--- src/core/tsoc_pkg.sv ---
package tsoc_pkg;

  // channel count of the unit
  localparam int TSOC_CHANS = 8;

  // register byte addresses
  localparam logic [19:0] ADDR_ENABLE_STATUS = 20'hF01B0;
  localparam logic [19:0] ADDR_START_TRIG = 20'hF01B2;
  localparam logic [19:0] ADDR_STOP_TRIG = 20'hF01B4;
  localparam logic [19:0] ADDR_OUT_VALUE = 20'hF01B8;
  localparam logic [19:0] ADDR_OUT_ENABLE = 20'hF01BA;
  localparam logic [19:0] ADDR_OUT_POLARITY = 20'hF01BC;
  localparam logic [19:0] ADDR_OUT_MODE = 20'hF01BE;

  // field positions in the trigger and status words
  localparam int UPPER_CH1_POS = 9;
  localparam int UPPER_CH3_POS = 11;

  // values after reset
  localparam logic [7:0] RESET_BYTE = 8'h00;
  localparam logic [1:0] RESET_UPPER = 2'h0;
  localparam logic [15:0] RESET_WORD = 16'h0000;

  // access widths of a cpu request
  typedef enum logic [1:0] {
    TSOC_ACC_WORD = 2'b00,
    TSOC_ACC_BYTE = 2'b01,
    TSOC_ACC_BIT = 2'b10
  } tsoc_acc_t;

  // one cpu register access
  typedef struct packed {
    logic wr;
    logic rd;
    logic [19:0] addr;
    tsoc_acc_t size;
    logic [2:0] bitIdx;
    logic [15:0] wdata;
  } tsoc_req_t;

endpackage

--- src/core/tsoc_out_chan.sv ---
`timescale 1ns/1ns
module tsoc_out_chan
  import tsoc_pkg::*;
(
  // clock and reset
  input wire logic clk,
  input wire logic rst_b,
  // channel settings
  input wire logic outEnable,
  input wire logic slaveMode,
  input wire logic activeLow,
  // software write of the value bit
  input wire logic swWrite,
  input wire logic swValue,
  // interrupt request pulses
  input wire logic ownIrq,
  input wire logic masterIrq,
  // output value bit, drives the pin
  output logic outBit_r
);

  logic outBit_nxt;

  // mode and polarity are sampled only at an event, so changes wait for the next set or reset event
  always_comb begin
    outBit_nxt = outBit_r;
    if (!outEnable) begin
      if (swWrite) begin
        outBit_nxt = swValue; // [RULE9]
      end
    end else if (!slaveMode) begin
      // polarity not consulted in master mode
      if (ownIrq) begin
        outBit_nxt = ~outBit_r; // [RULE18] [RULE16]
      end
    end else begin
      // set wins when both pulses coincide: full duty rather than a lost edge
      if (masterIrq) begin
        outBit_nxt = ~activeLow; // [RULE19] [RULE15] [RULE17] [RULE20]
      end else if (ownIrq) begin
        outBit_nxt = activeLow; // [RULE19] [RULE15]
      end
    end
  end

  always_ff @(posedge clk or negedge rst_b) begin
    if (!rst_b) begin
      outBit_r <= 1'b0; // [RULE8]
    end else begin
      outBit_r <= outBit_nxt; // [RULE10]
    end
  end

  chk_sw_takes: assert property (@(posedge clk) disable iff (!rst_b) // [RULE9]
    (!outEnable && swWrite) |=> (outBit_r == $past(swValue)))
    else $error("software write to disabled output not taken");

  chk_sw_ignored: assert property (@(posedge clk) disable iff (!rst_b) // [RULE10]
    (outEnable && swWrite && !ownIrq && !masterIrq) |=> $stable(outBit_r))
    else $error("software write changed an enabled output");

  chk_master_toggle: assert property (@(posedge clk) disable iff (!rst_b) // [RULE18]
    (outEnable && !slaveMode && ownIrq) |=> (outBit_r != $past(outBit_r)))
    else $error("master output did not toggle");

  chk_slave_set: assert property (@(posedge clk) disable iff (!rst_b) // [RULE19]
    (outEnable && slaveMode && masterIrq) |=> (outBit_r == !$past(activeLow)))
    else $error("slave output not set to active level");

  chk_slave_reset: assert property (@(posedge clk) disable iff (!rst_b) // [RULE15]
    (outEnable && slaveMode && !masterIrq && ownIrq) |=> (outBit_r == $past(activeLow)))
    else $error("slave output not reset to idle level");

  chk_level_waits: assert property (@(posedge clk) disable iff (!rst_b) // [RULE17]
    (outEnable && !ownIrq && !masterIrq) |=> $stable(outBit_r))
    else $error("enabled output changed without an event");

endmodule

--- src/core/tsoc_ctrl.sv ---
// Function
// [RULE1] a 1 in a stop trigger bit clears that channel's run status; 0 does nothing
// [RULE2] stop trigger bits, upper-half ones too, self-clear at once after stopping
// [RULE3] reading the stop trigger register always returns zero
// [RULE4] bits 7..0 stop channels; bits 9 and 11 stop upper halves of 1 and 3
// [RULE5] in 8-bit mode a channel bit of 1 or 3 stops only the lower half
// [RULE6] software writes 0 to stop trigger bits 15..12, 10 and 8
// [RULE7] stop trigger and output enable take word, low byte and single-bit writes
// [RULE8] reset clears stop, enable, value, polarity and mode registers to zero
// [RULE9] output disabled: timer leaves value bit alone, software writes are taken
// [RULE10] output enabled: only timer events change value bit; software writes ignored
// [RULE11] software writes 0 to output enable bits 15..8
// [RULE12] each output value bit drives its channel's output pin directly
// [RULE13] software clears the value bit before using the pin as a port
// [RULE14] value, polarity and mode take word and low byte writes, no bit writes
// [RULE15] polarity bit 0 is active high, 1 is active low
// [RULE16] polarity applies only to enabled slave outputs, ignored in master mode
// [RULE17] a polarity change takes effect at the next set or reset
// [RULE18] master mode output toggles on the channel's own interrupt pulse
// [RULE19] slave mode output set by master pulse, reset by own pulse
// [RULE20] a mode change takes effect at the next set or reset event
// [RULE21] software sets mode 0 for independent and master channels, 1 for slaves
// [RULE22] software keeps bits 15..8 and bit 0 of polarity and mode at 0
// [RULE23] only channels 0, 2, 4 and 6 act as masters for slave outputs
// [RULE24] a 1 in a start trigger bit sets that channel's run status
// [RULE25] stopping an already stopped channel changes nothing
`timescale 1ns/1ns
module tsoc_ctrl
  import tsoc_pkg::*;
#(
  parameter int NUM_CHAN = TSOC_CHANS
)
(
  // clock and reset
  input wire logic clk,
  input wire logic rst_b,
  // cpu register access
  input wire tsoc_req_t req,
  output logic [15:0] rdData_r,
  output logic rdValid_r,
  // counter side
  input wire logic [7:0] chanIrq,
  input wire logic [1:0] eightBitMode,
  output logic [7:0] chanRun_r,
  output logic [1:0] upperRun_r,
  // timer output pins
  output logic [7:0] timerOut
);

  if (NUM_CHAN != TSOC_CHANS) begin : gen_bad_chan
    $error("tsoc_ctrl serves exactly eight channels");
  end

  // low byte after a write of the given width
  function automatic logic [7:0] mergeLow(input logic [7:0] old, input tsoc_req_t r,
                                          input logic allowBit);
    logic [7:0] res;
    res = old;
    case (r.size)
      TSOC_ACC_WORD: res = r.wdata[7:0];
      TSOC_ACC_BYTE: res = r.wdata[7:0];
      TSOC_ACC_BIT: begin
        if (allowBit) begin
          res[r.bitIdx] = r.wdata[0];
        end
      end
      default: res = old;
    endcase
    return res;
  endfunction

  // even channel just below a slave; odd-free so only 0, 2, 4, 6 qualify
  function automatic int masterOf(input int ch);
    return (ch == 0) ? 0 : ((ch - 1) & ~1); // [RULE23]
  endfunction

  logic wrStop, wrStart, wrEnable, wrValue, wrPolarity, wrMode, wordWr;
  logic [7:0] stopLow, startLow;
  logic [1:0] stopUpper, startUpper;
  logic [7:0] chanRun_nxt;
  logic [1:0] upperRun_nxt;
  logic [7:0] outEnable_r, outEnable_nxt;
  logic [7:0] polarity_r, polarity_nxt;
  logic [7:0] outMode_r, outMode_nxt;
  logic [7:0] valueWrite;
  logic [15:0] rdData_nxt;
  logic rdValid_nxt;

  assign wordWr = req.wr && (req.size == TSOC_ACC_WORD);
  assign wrStop = req.wr && (req.addr == ADDR_STOP_TRIG);
  assign wrStart = req.wr && (req.addr == ADDR_START_TRIG);
  assign wrEnable = req.wr && (req.addr == ADDR_OUT_ENABLE);
  assign wrValue = req.wr && (req.addr == ADDR_OUT_VALUE) && (req.size != TSOC_ACC_BIT); // [RULE14]
  assign wrPolarity = req.wr && (req.addr == ADDR_OUT_POLARITY) && (req.size != TSOC_ACC_BIT);
  assign wrMode = req.wr && (req.addr == ADDR_OUT_MODE) && (req.size != TSOC_ACC_BIT);

  // triggers have no storage: they act in the write cycle and are gone
  always_comb begin
    stopLow = wrStop ? mergeLow(RESET_BYTE, req, 1'b1) : RESET_BYTE; // [RULE7] [RULE2]
    startLow = wrStart ? mergeLow(RESET_BYTE, req, 1'b1) : RESET_BYTE;
    stopUpper = RESET_UPPER;
    startUpper = RESET_UPPER;
    // upper-half triggers sit in the high byte, so only word writes reach them
    if (wrStop && wordWr) begin
      stopUpper = {req.wdata[UPPER_CH3_POS], req.wdata[UPPER_CH1_POS]} & eightBitMode; // [RULE4]
    end
    if (wrStart && wordWr) begin
      startUpper = {req.wdata[UPPER_CH3_POS], req.wdata[UPPER_CH1_POS]} & eightBitMode;
    end
  end

  // run status: start sets, stop clears, zeros leave it alone
  always_comb begin
    chanRun_nxt = (chanRun_r | startLow) & ~stopLow; // [RULE1] [RULE24] [RULE25]
    upperRun_nxt = (upperRun_r | startUpper) & ~stopUpper; // [RULE4] [RULE5]
  end

  // output control registers; bit 0 of polarity and mode is held at 0
  always_comb begin
    outEnable_nxt = wrEnable ? mergeLow(outEnable_r, req, 1'b1) : outEnable_r; // [RULE7]
    polarity_nxt = wrPolarity ? mergeLow(polarity_r, req, 1'b0) : polarity_r; // [RULE14]
    outMode_nxt = wrMode ? mergeLow(outMode_r, req, 1'b0) : outMode_r; // [RULE14]
    polarity_nxt[0] = 1'b0; // [RULE22]
    outMode_nxt[0] = 1'b0; // [RULE22]
    valueWrite = wrValue ? req.wdata[7:0] : timerOut;
  end

  // read mux; unmapped addresses and trigger registers read as zero
  always_comb begin
    rdData_nxt = RESET_WORD;
    rdValid_nxt = req.rd;
    if (req.rd) begin
      case (req.addr)
        ADDR_ENABLE_STATUS: begin
          rdData_nxt[7:0] = chanRun_r;
          rdData_nxt[UPPER_CH1_POS] = upperRun_r[0];
          rdData_nxt[UPPER_CH3_POS] = upperRun_r[1];
        end
        ADDR_STOP_TRIG: rdData_nxt = RESET_WORD; // [RULE3]
        ADDR_START_TRIG: rdData_nxt = RESET_WORD;
        ADDR_OUT_VALUE: rdData_nxt[7:0] = timerOut;
        ADDR_OUT_ENABLE: rdData_nxt[7:0] = outEnable_r;
        ADDR_OUT_POLARITY: rdData_nxt[7:0] = polarity_r;
        ADDR_OUT_MODE: rdData_nxt[7:0] = outMode_r;
        default: rdData_nxt = RESET_WORD;
      endcase
    end
  end

  always_ff @(posedge clk or negedge rst_b) begin
    if (!rst_b) begin
      chanRun_r <= RESET_BYTE;
      upperRun_r <= RESET_UPPER;
      outEnable_r <= RESET_BYTE; // [RULE8]
      polarity_r <= RESET_BYTE; // [RULE8]
      outMode_r <= RESET_BYTE; // [RULE8]
      rdData_r <= RESET_WORD;
      rdValid_r <= 1'b0;
    end else begin
      chanRun_r <= chanRun_nxt;
      upperRun_r <= upperRun_nxt;
      outEnable_r <= outEnable_nxt;
      polarity_r <= polarity_nxt;
      outMode_r <= outMode_nxt;
      rdData_r <= rdData_nxt;
      rdValid_r <= rdValid_nxt;
    end
  end

  // one output stage per channel; its flop is the pin driver
  for (genvar ch = 0; ch < TSOC_CHANS; ch++) begin : gen_out
    tsoc_out_chan u_out (
      .clk(clk),
      .rst_b(rst_b),
      .outEnable(outEnable_r[ch]),
      .slaveMode(outMode_r[ch]),
      .activeLow(polarity_r[ch]),
      .swWrite(wrValue),
      .swValue(valueWrite[ch]),
      .ownIrq(chanIrq[ch]),
      .masterIrq(chanIrq[masterOf(ch)]), // [RULE23]
      .outBit_r(timerOut[ch]) // [RULE12]
    );
  end

  chk_stop_clears: assert property (@(posedge clk) disable iff (!rst_b) // [RULE1]
    (wrStop && wordWr && req.wdata[0]) |=> !chanRun_r[0])
    else $error("stop trigger did not clear run status");

  chk_stop_zero: assert property (@(posedge clk) disable iff (!rst_b) // [RULE1]
    (wrStop && wordWr && (req.wdata[7:0] == 8'h00) && !wrStart) |=> $stable(chanRun_r))
    else $error("zero stop write changed run status");

  chk_stop_reads: assert property (@(posedge clk) disable iff (!rst_b) // [RULE3]
    (req.rd && (req.addr == ADDR_STOP_TRIG)) |=> (rdValid_r && (rdData_r == 16'h0000)))
    else $error("stop trigger register read nonzero");

  chk_upper_stop: assert property (@(posedge clk) disable iff (!rst_b) // [RULE4]
    (wrStop && wordWr && req.wdata[UPPER_CH1_POS] && eightBitMode[0]) |=> !upperRun_r[0])
    else $error("upper half of channel 1 not stopped");

  chk_lower_only: assert property (@(posedge clk) disable iff (!rst_b) // [RULE5]
    (wrStop && wordWr && req.wdata[3] && !req.wdata[UPPER_CH3_POS])
      |=> (!chanRun_r[3] && (upperRun_r[1] == $past(upperRun_r[1]))))
    else $error("channel stop bit touched the upper half");

  chk_start_sets: assert property (@(posedge clk) disable iff (!rst_b) // [RULE24]
    (wrStart && wordWr && req.wdata[2]) |=> chanRun_r[2])
    else $error("start trigger did not set run status");

  chk_enable_bit: assert property (@(posedge clk) disable iff (!rst_b) // [RULE7]
    (wrEnable && (req.size == TSOC_ACC_BIT) && (req.bitIdx == 3'h3))
      |=> ((outEnable_r[3] == $past(req.wdata[0])) && (outEnable_r[2:0] == $past(outEnable_r[2:0]))))
    else $error("single-bit write to output enable misapplied");

  chk_value_nobit: assert property (@(posedge clk) disable iff (!rst_b) // [RULE14]
    (req.wr && (req.addr == ADDR_OUT_VALUE) && (req.size == TSOC_ACC_BIT)
      && (outEnable_r == 8'h00)) |=> $stable(timerOut))
    else $error("bit write changed the output value register");

endmodule

--- config.mk ---
export PLATFORM = sky130hd
export DESIGN_NAME = tsoc_ctrl
export DESIGN_NICKNAME = d
export VERILOG_FILES = /design/src/core/tsoc_pkg.sv /design/src/core/tsoc_out_chan.sv /design/src/core/tsoc_ctrl.sv
export SDC_FILE = /design/constraint.sdc
export NUM_CORES = 1
export LEC_CHECK = 0
export BUFFER_PORTS_ARGS = -buffer_cell sky130_fd_sc_hd__buf_2
export CAP_MARGIN = 20
export CORE_MARGIN = 5
export CORE_UTILIZATION = 55
export CTS_BUF_LIST = sky130_fd_sc_hd__clkbuf_8
export CTS_CLUSTER_DIAMETER = 40
export DETAILED_ROUTE_END_ITERATION = 7
export GPL_ROUTABILITY_DRIVEN = 0
export PLACE_DENSITY = 0.91
export SYNTH_ARGS = -nofsm -noshare
export SYNTH_HDL_FRONTEND = slang
export SYNTH_SLANG_ARGS = --single-unit
--- constraint.sdc ---
create_clock -name clk -period 2.43 [get_ports clk]
set_clock_uncertainty 0.2 [all_clocks]
set_input_delay 0.3645 -clock clk [delete_from_list [all_inputs] [get_ports clk]]
set_output_delay 0.3645 -clock clk [all_outputs]
set_load 0.01 [all_outputs]
# --- After elaboration in Yosys (flattened, before gate mapping) ---
# Index checks and enable logic that the tools add are counted.
# Widths: inputs -> output; s select.
classes:
  n_lt_le_gt_ge: 2
  n_eq_ne: 25
  mux: 58
  bitwise_logic: 23
  n_reduce_logical: 35
op_table:
  columns: ["op", "count"]
  rows:
  - ["$eq 20x20->1 const B", 7]
  - ["$mux 1", 48]
  - ["$pmux 8 s5", 1]
  - ["$pmux 8 s2", 2]
  - ["$ne 3x2->1 const B", 7]
  - ["$ne 3x3->1 const B", 7]
  - ["$reduce_and 3->1", 7]
  - ["$reduce_bool 2->1", 9]
  - ["$and 8x8->8", 2]
  - ["$mux 8", 2]
  - ["$not 1->1", 15]
  - ["$logic_and 1x1->1", 13]
  - ["$mux 12", 1]
  - ["$bwmux 8", 1]
  - ["$not 8->8", 1]
  - ["$or 8x8->8", 1]
  - ["$reduce_and 2->1", 4]
  - ["$and 2x2->2", 2]
  - ["$lt 3x4->1 const B", 1]
  - ["$mux 2", 2]
  - ["$ne 2x2->1 const B", 2]
  - ["$demux 1 s3", 1]
  - ["$ge 3x1->1 const B", 1]
  - ["$eq 2x1->1 const B", 1]
  - ["other kinds (5)", 5]
word_totals:
  register_bits: 57
  output_inout_bits: 35
  word_cells: 158

# --- Longest topological paths before layout ---
logic_depth:
  word_depth: 9
  mapped_depth: 6
  mapped_depth_nobuf: 4

# --- Modules after synthesis ---
# A second synthesis with hierarchy kept.
unflattened:
  hier_cells: 323
  hier_area_um2: 3286.9
modules_own_cells:
  columns: ["mod", "instances", "cells_per_inst", "area_each_um2"]
  rows:
  - ["tsoc_ctrl", 1, 251, 2566.2]
  - ["tsoc_out_chan", 8, 9, 90.1]

# --- Least setup slack after synthesis ---
# Ideal clock, no wire load.
synth_path:
  path_kind: "input port to flip-flop"
  startpoint: "in req[33] (netlist bit)"
  endpoint: "reg outMode_r[1]"
  setup_time_ns: 0.125
  arrival_ns: 2.207
  t_required_ns: 2.105
  path_slack_ns: -0.102
  path_stages: 5
  n_path_buf: 1
  path_cell_list: "or4b_4 > or3_1 > buf_6 > nor4_4 > mux2_2"
synth_between:
  elab_chain_cells: 4
synth_lines:
  columns: ["element", "line", "source"]
  rows:
  - ["start: declaration", "tsoc_ctrl.sv:38", "input wire tsoc_req_t req,"]
  - ["$eq 20x20->1", "tsoc_ctrl.sv:95", "assign wrMode = req.wr && (req.addr == ADDR_OUT_MODE) && (req.size != TSOC_ACC_BIT);"]
  - ["$logic_and 1x1->1 (2 in series)", "tsoc_ctrl.sv:95", null]
  - ["$reduce_and 2->1 (no source line)", null, null]
  - ["end signal: assignment", "tsoc_ctrl.sv:164", "outMode_r <= outMode_nxt;"]
  - ["end: declaration", "tsoc_ctrl.sv:84", "logic [7:0] outMode_r, outMode_nxt;"]
# No other way between the ends.
# A chain may end at the register's enable or synchronous reset.

# --- Final worst setup path ---
layout_path:
  startpoint: "in req[33] (netlist bit)"
  endpoint: "reg polarity_r[1]"
layout_between:
  elab_chain_cells: 4
layout_lines:
  columns: ["element", "line", "source"]
  rows:
  - ["$eq 20x20->1", "tsoc_ctrl.sv:94", "assign wrPolarity = req.wr && (req.addr == ADDR_OUT_POLARITY) && (req.size != TSOC_ACC_BIT);"]
  - ["$logic_and 1x1->1 (2 in series)", "tsoc_ctrl.sv:94", null]
  - ["$reduce_and 2->1 (no source line)", null, null]
  - ["end signal: assignment", "tsoc_ctrl.sv:163", "polarity_r <= polarity_nxt;"]
  - ["end: declaration", "tsoc_ctrl.sv:83", "logic [7:0] polarity_r, polarity_nxt;"]
# No other way between the ends.

==> results.toml <==
[synthesis]
ys_types = 50
synth-async-reset-ratio_pct = 100.0
synth_area_leader_cell = "dfrtp_1"
synth_top_area_share_pct = 38.62
synth-seq-cells = 51
ys.flop_type = "dfrtp_1"
synth_edf_count = 0
syn_area_per_cell_um2 = 9.361
yosysMostFrequentCell = "dfrtp_1"
syn_inst = 353
synth_warnings = 0
ys_top_cells_by_area = "dfrtp_1, mux2_2, a21oi_1"
seq_area_frac_synth_pct = 38.62
synth_area_um2 = 3304
synth_common_cells = "dfrtp_1, a21oi_1, o21ai_0"

[finish]
nNetsFinal = 489
fin_util_pct = 66.50
postLayoutCellArea_um2 = 3914
synthToLayoutAreaGrowth_pct = 18.44
num_antenna_cells = 0
fill_cells = 451
stdcell_count = 509
drive_above_1_share_pct = 30.88

[floorplanning]
fp.dieArea_um2 = 7658
rows = 28
io_pins = 90
core-area_um2 = 5886
die_height_um = 87.51
die_width_um = 87.51
start_util_pct = 56.14

[global_route]
grt_pass1_vias = 3304
antenna_found_initial = 0
globalRoute.totalOverflow = 0
grt_first_pass_wirelength_mm = 16.13
grt_use_total_pct = 27.50
grt_start_max_net_pins = 24

[sta]
rsz0062_at_grt = "false"
worst_slew_pin_slew_ps = 688.7
slew_viol_final = 0
setup_viol = 0
fmax_mhz = 437.3
min_period_ps = 2287
fin_crit_sh_pct = 94.11
hold_viol = 0
fin_setup_tns_ps = 0
setup_slack_ps = 143.0
whs_ps = 145.6
slew_headroom_pct = 54.04

[worst_setup_path]
cp-start-kind = "primary input"
slowest_delay_ps = 570
timing.rr.end = "rdData_r[5]"
path_class = "primary input to flip-flop"
endpoint_kind = "flip-flop"
slowest_stage = "or4b_4"
path_max_fanout = 7
rrSetupSlack_ps = 850
cp.required_ps = 2430
crit_chain = "buf_2 -> or4b_4 -> or3_1 -> nor4_4 -> buf_4 -> mux2_2"
r2r_start = "chanRun_r[5]"
cp.arrival_ps = 2290
reg2regPathDepth = 4

[drt]
vias = 3404
routed_via_density = 6.688
firstDrtPassIters = 5
wl_mm = 10.16
drt.antenna.violating_nets = 0
wl_per_cell_um = 19.97
drcViolationCount = 0
dr.first_iter.drc_count = 484

[cts]
cts_htree_levels = 2
cts-resized-gates = 0
clk_pin_slew_ps = 90
cts.sinks = 51
cts_buffers = 5
clk_latency_ps = 310
clockRootBuffer = "clkbuf_8"
clockBufferDepth = 2
cts_tree = "done"

[hold_path]
holdCritStartpoint = "req[3]"
holdPathEnd = "polarity_r[3]"
min_path_type = "primary input to flip-flop"
hold_depth = 2

[placement]
dpl_worst_slack_ps = -170.3
place_area_um2 = 3791
dp_cells = 500
dp_hpwl_mm = 7.603
io_buffers = 77

[power]
peakVddDrop_mv = 0.2395
p_per_area_nw_per_um2 = 422.5
p_total_mw = 1.654
power.static_leakage_nw = 1.835

[status]
status = "completed"

[job]
drv_cap = 0
[cells in the final DEF, fill, tap and decap left out, types with 3 or more instances in the layout]
cell type	synthesis	final
a21oi_1	29	29
a22oi_1	13	13
a31oi_1	15	15
a41oi_1	6	6
and2_1	4	4
buf_2	1	77
buf_4	14	21
clkbuf_8	0	5
conb_1	1	6
dfrtp_1	51	51
inv_1	14	15
mux2_2	22	22
mux2i_1	9	9
nand2_1	11	11
nand2b_1	15	15
nand3_1	7	7
nand4_1	6	6
nand4b_1	3	3
nor2_1	10	10
nor2b_1	5	5
nor3_1	10	10
nor4_4	2	3
o21ai_0	24	24
o21bai_1	5	5
o22ai_1	11	11
o31ai_1	4	4
o41ai_1	4	4
or3b_2	3	3
or4_1	3	3
xnor2_1	6	6
[kinds of logic (layout without fill, tap and decap cells)]
| family | after synthesis | count (layout) | share of synthesized area, % |
|---|---|---|---|
| AOI/OAI and AO/OA | 121 | 121 | 23.17 |
| xor gates and xnor gates | 8 | 8 | 2.120 |
| buffers and inverters | 45 | 121 | 6.967 |
| DFF | 51 | 51 | 38.62 |
| muxes | 31 | 31 | 10.22 |
| other | 1 | 6 | 0.1135 |
| and+or+nand+nor | 96 | 96 | 18.78 |
[worst max-delay path by stage]
stage / from / end / cells after the start
after floorplan: req[33] / outMode_r[1] / 5
after global placement: req[33] / polarity_r[1] / 6
after detailed placement: req[33] / polarity_r[2] / 6
after CTS: req[33] / polarity_r[1] / 6
after global routing: req[33] / polarity_r[1] / 6
final: req[33] / polarity_r[1] / 6
[layer usage]
metal,global-route usage [%],share of wire [%]
met1,34.42,36
met2,44.32,49
met4,15.62,5.1
met5,0,0
met3,5.487,9.8
[repair_timing]
item | CTS | global route
hold endpoints to repair | 8 | 0
hold buffers | 2 | 0
buffers inserted | 0 | 0
[critical path: cells and delay by family]
kind          cells  cell delay, ps
simple gates      3            1240
mux               1             350
buf+inv           2             330
[registers in the layout, summed over array words and instances (netlist names)]
name / count
chanRun_r: 8
gen_out.u_out.outBit_r: 8
outEnable_r: 8
outMode_r: 7
polarity_r: 7
rdData_r: 10
rdValid_r: 1
upperRun_r: 2
[where the power goes]
group	switching (mW)	total (mW)	internal [mW]
clock network	0.283	0.581	0.298
registers	0.000263	0.849	0.849
logic	0.142	0.224	0.0819
total	0.425	1.65	1.23
[area by class of cell]
cell class	count	area [µm²]	share of cell area, %
clock buffers	5	68.82	1.758
clock inverters	2	33.78	0.8632
inverters	14	52.55	1.343
multi-input cells	262	1826	46.64
flip-flops and latches	51	1276	32.61
well taps	75	93.84	2.398
repair buffers	100	563.0	14.39
Power figures use the tool's default switching activity.
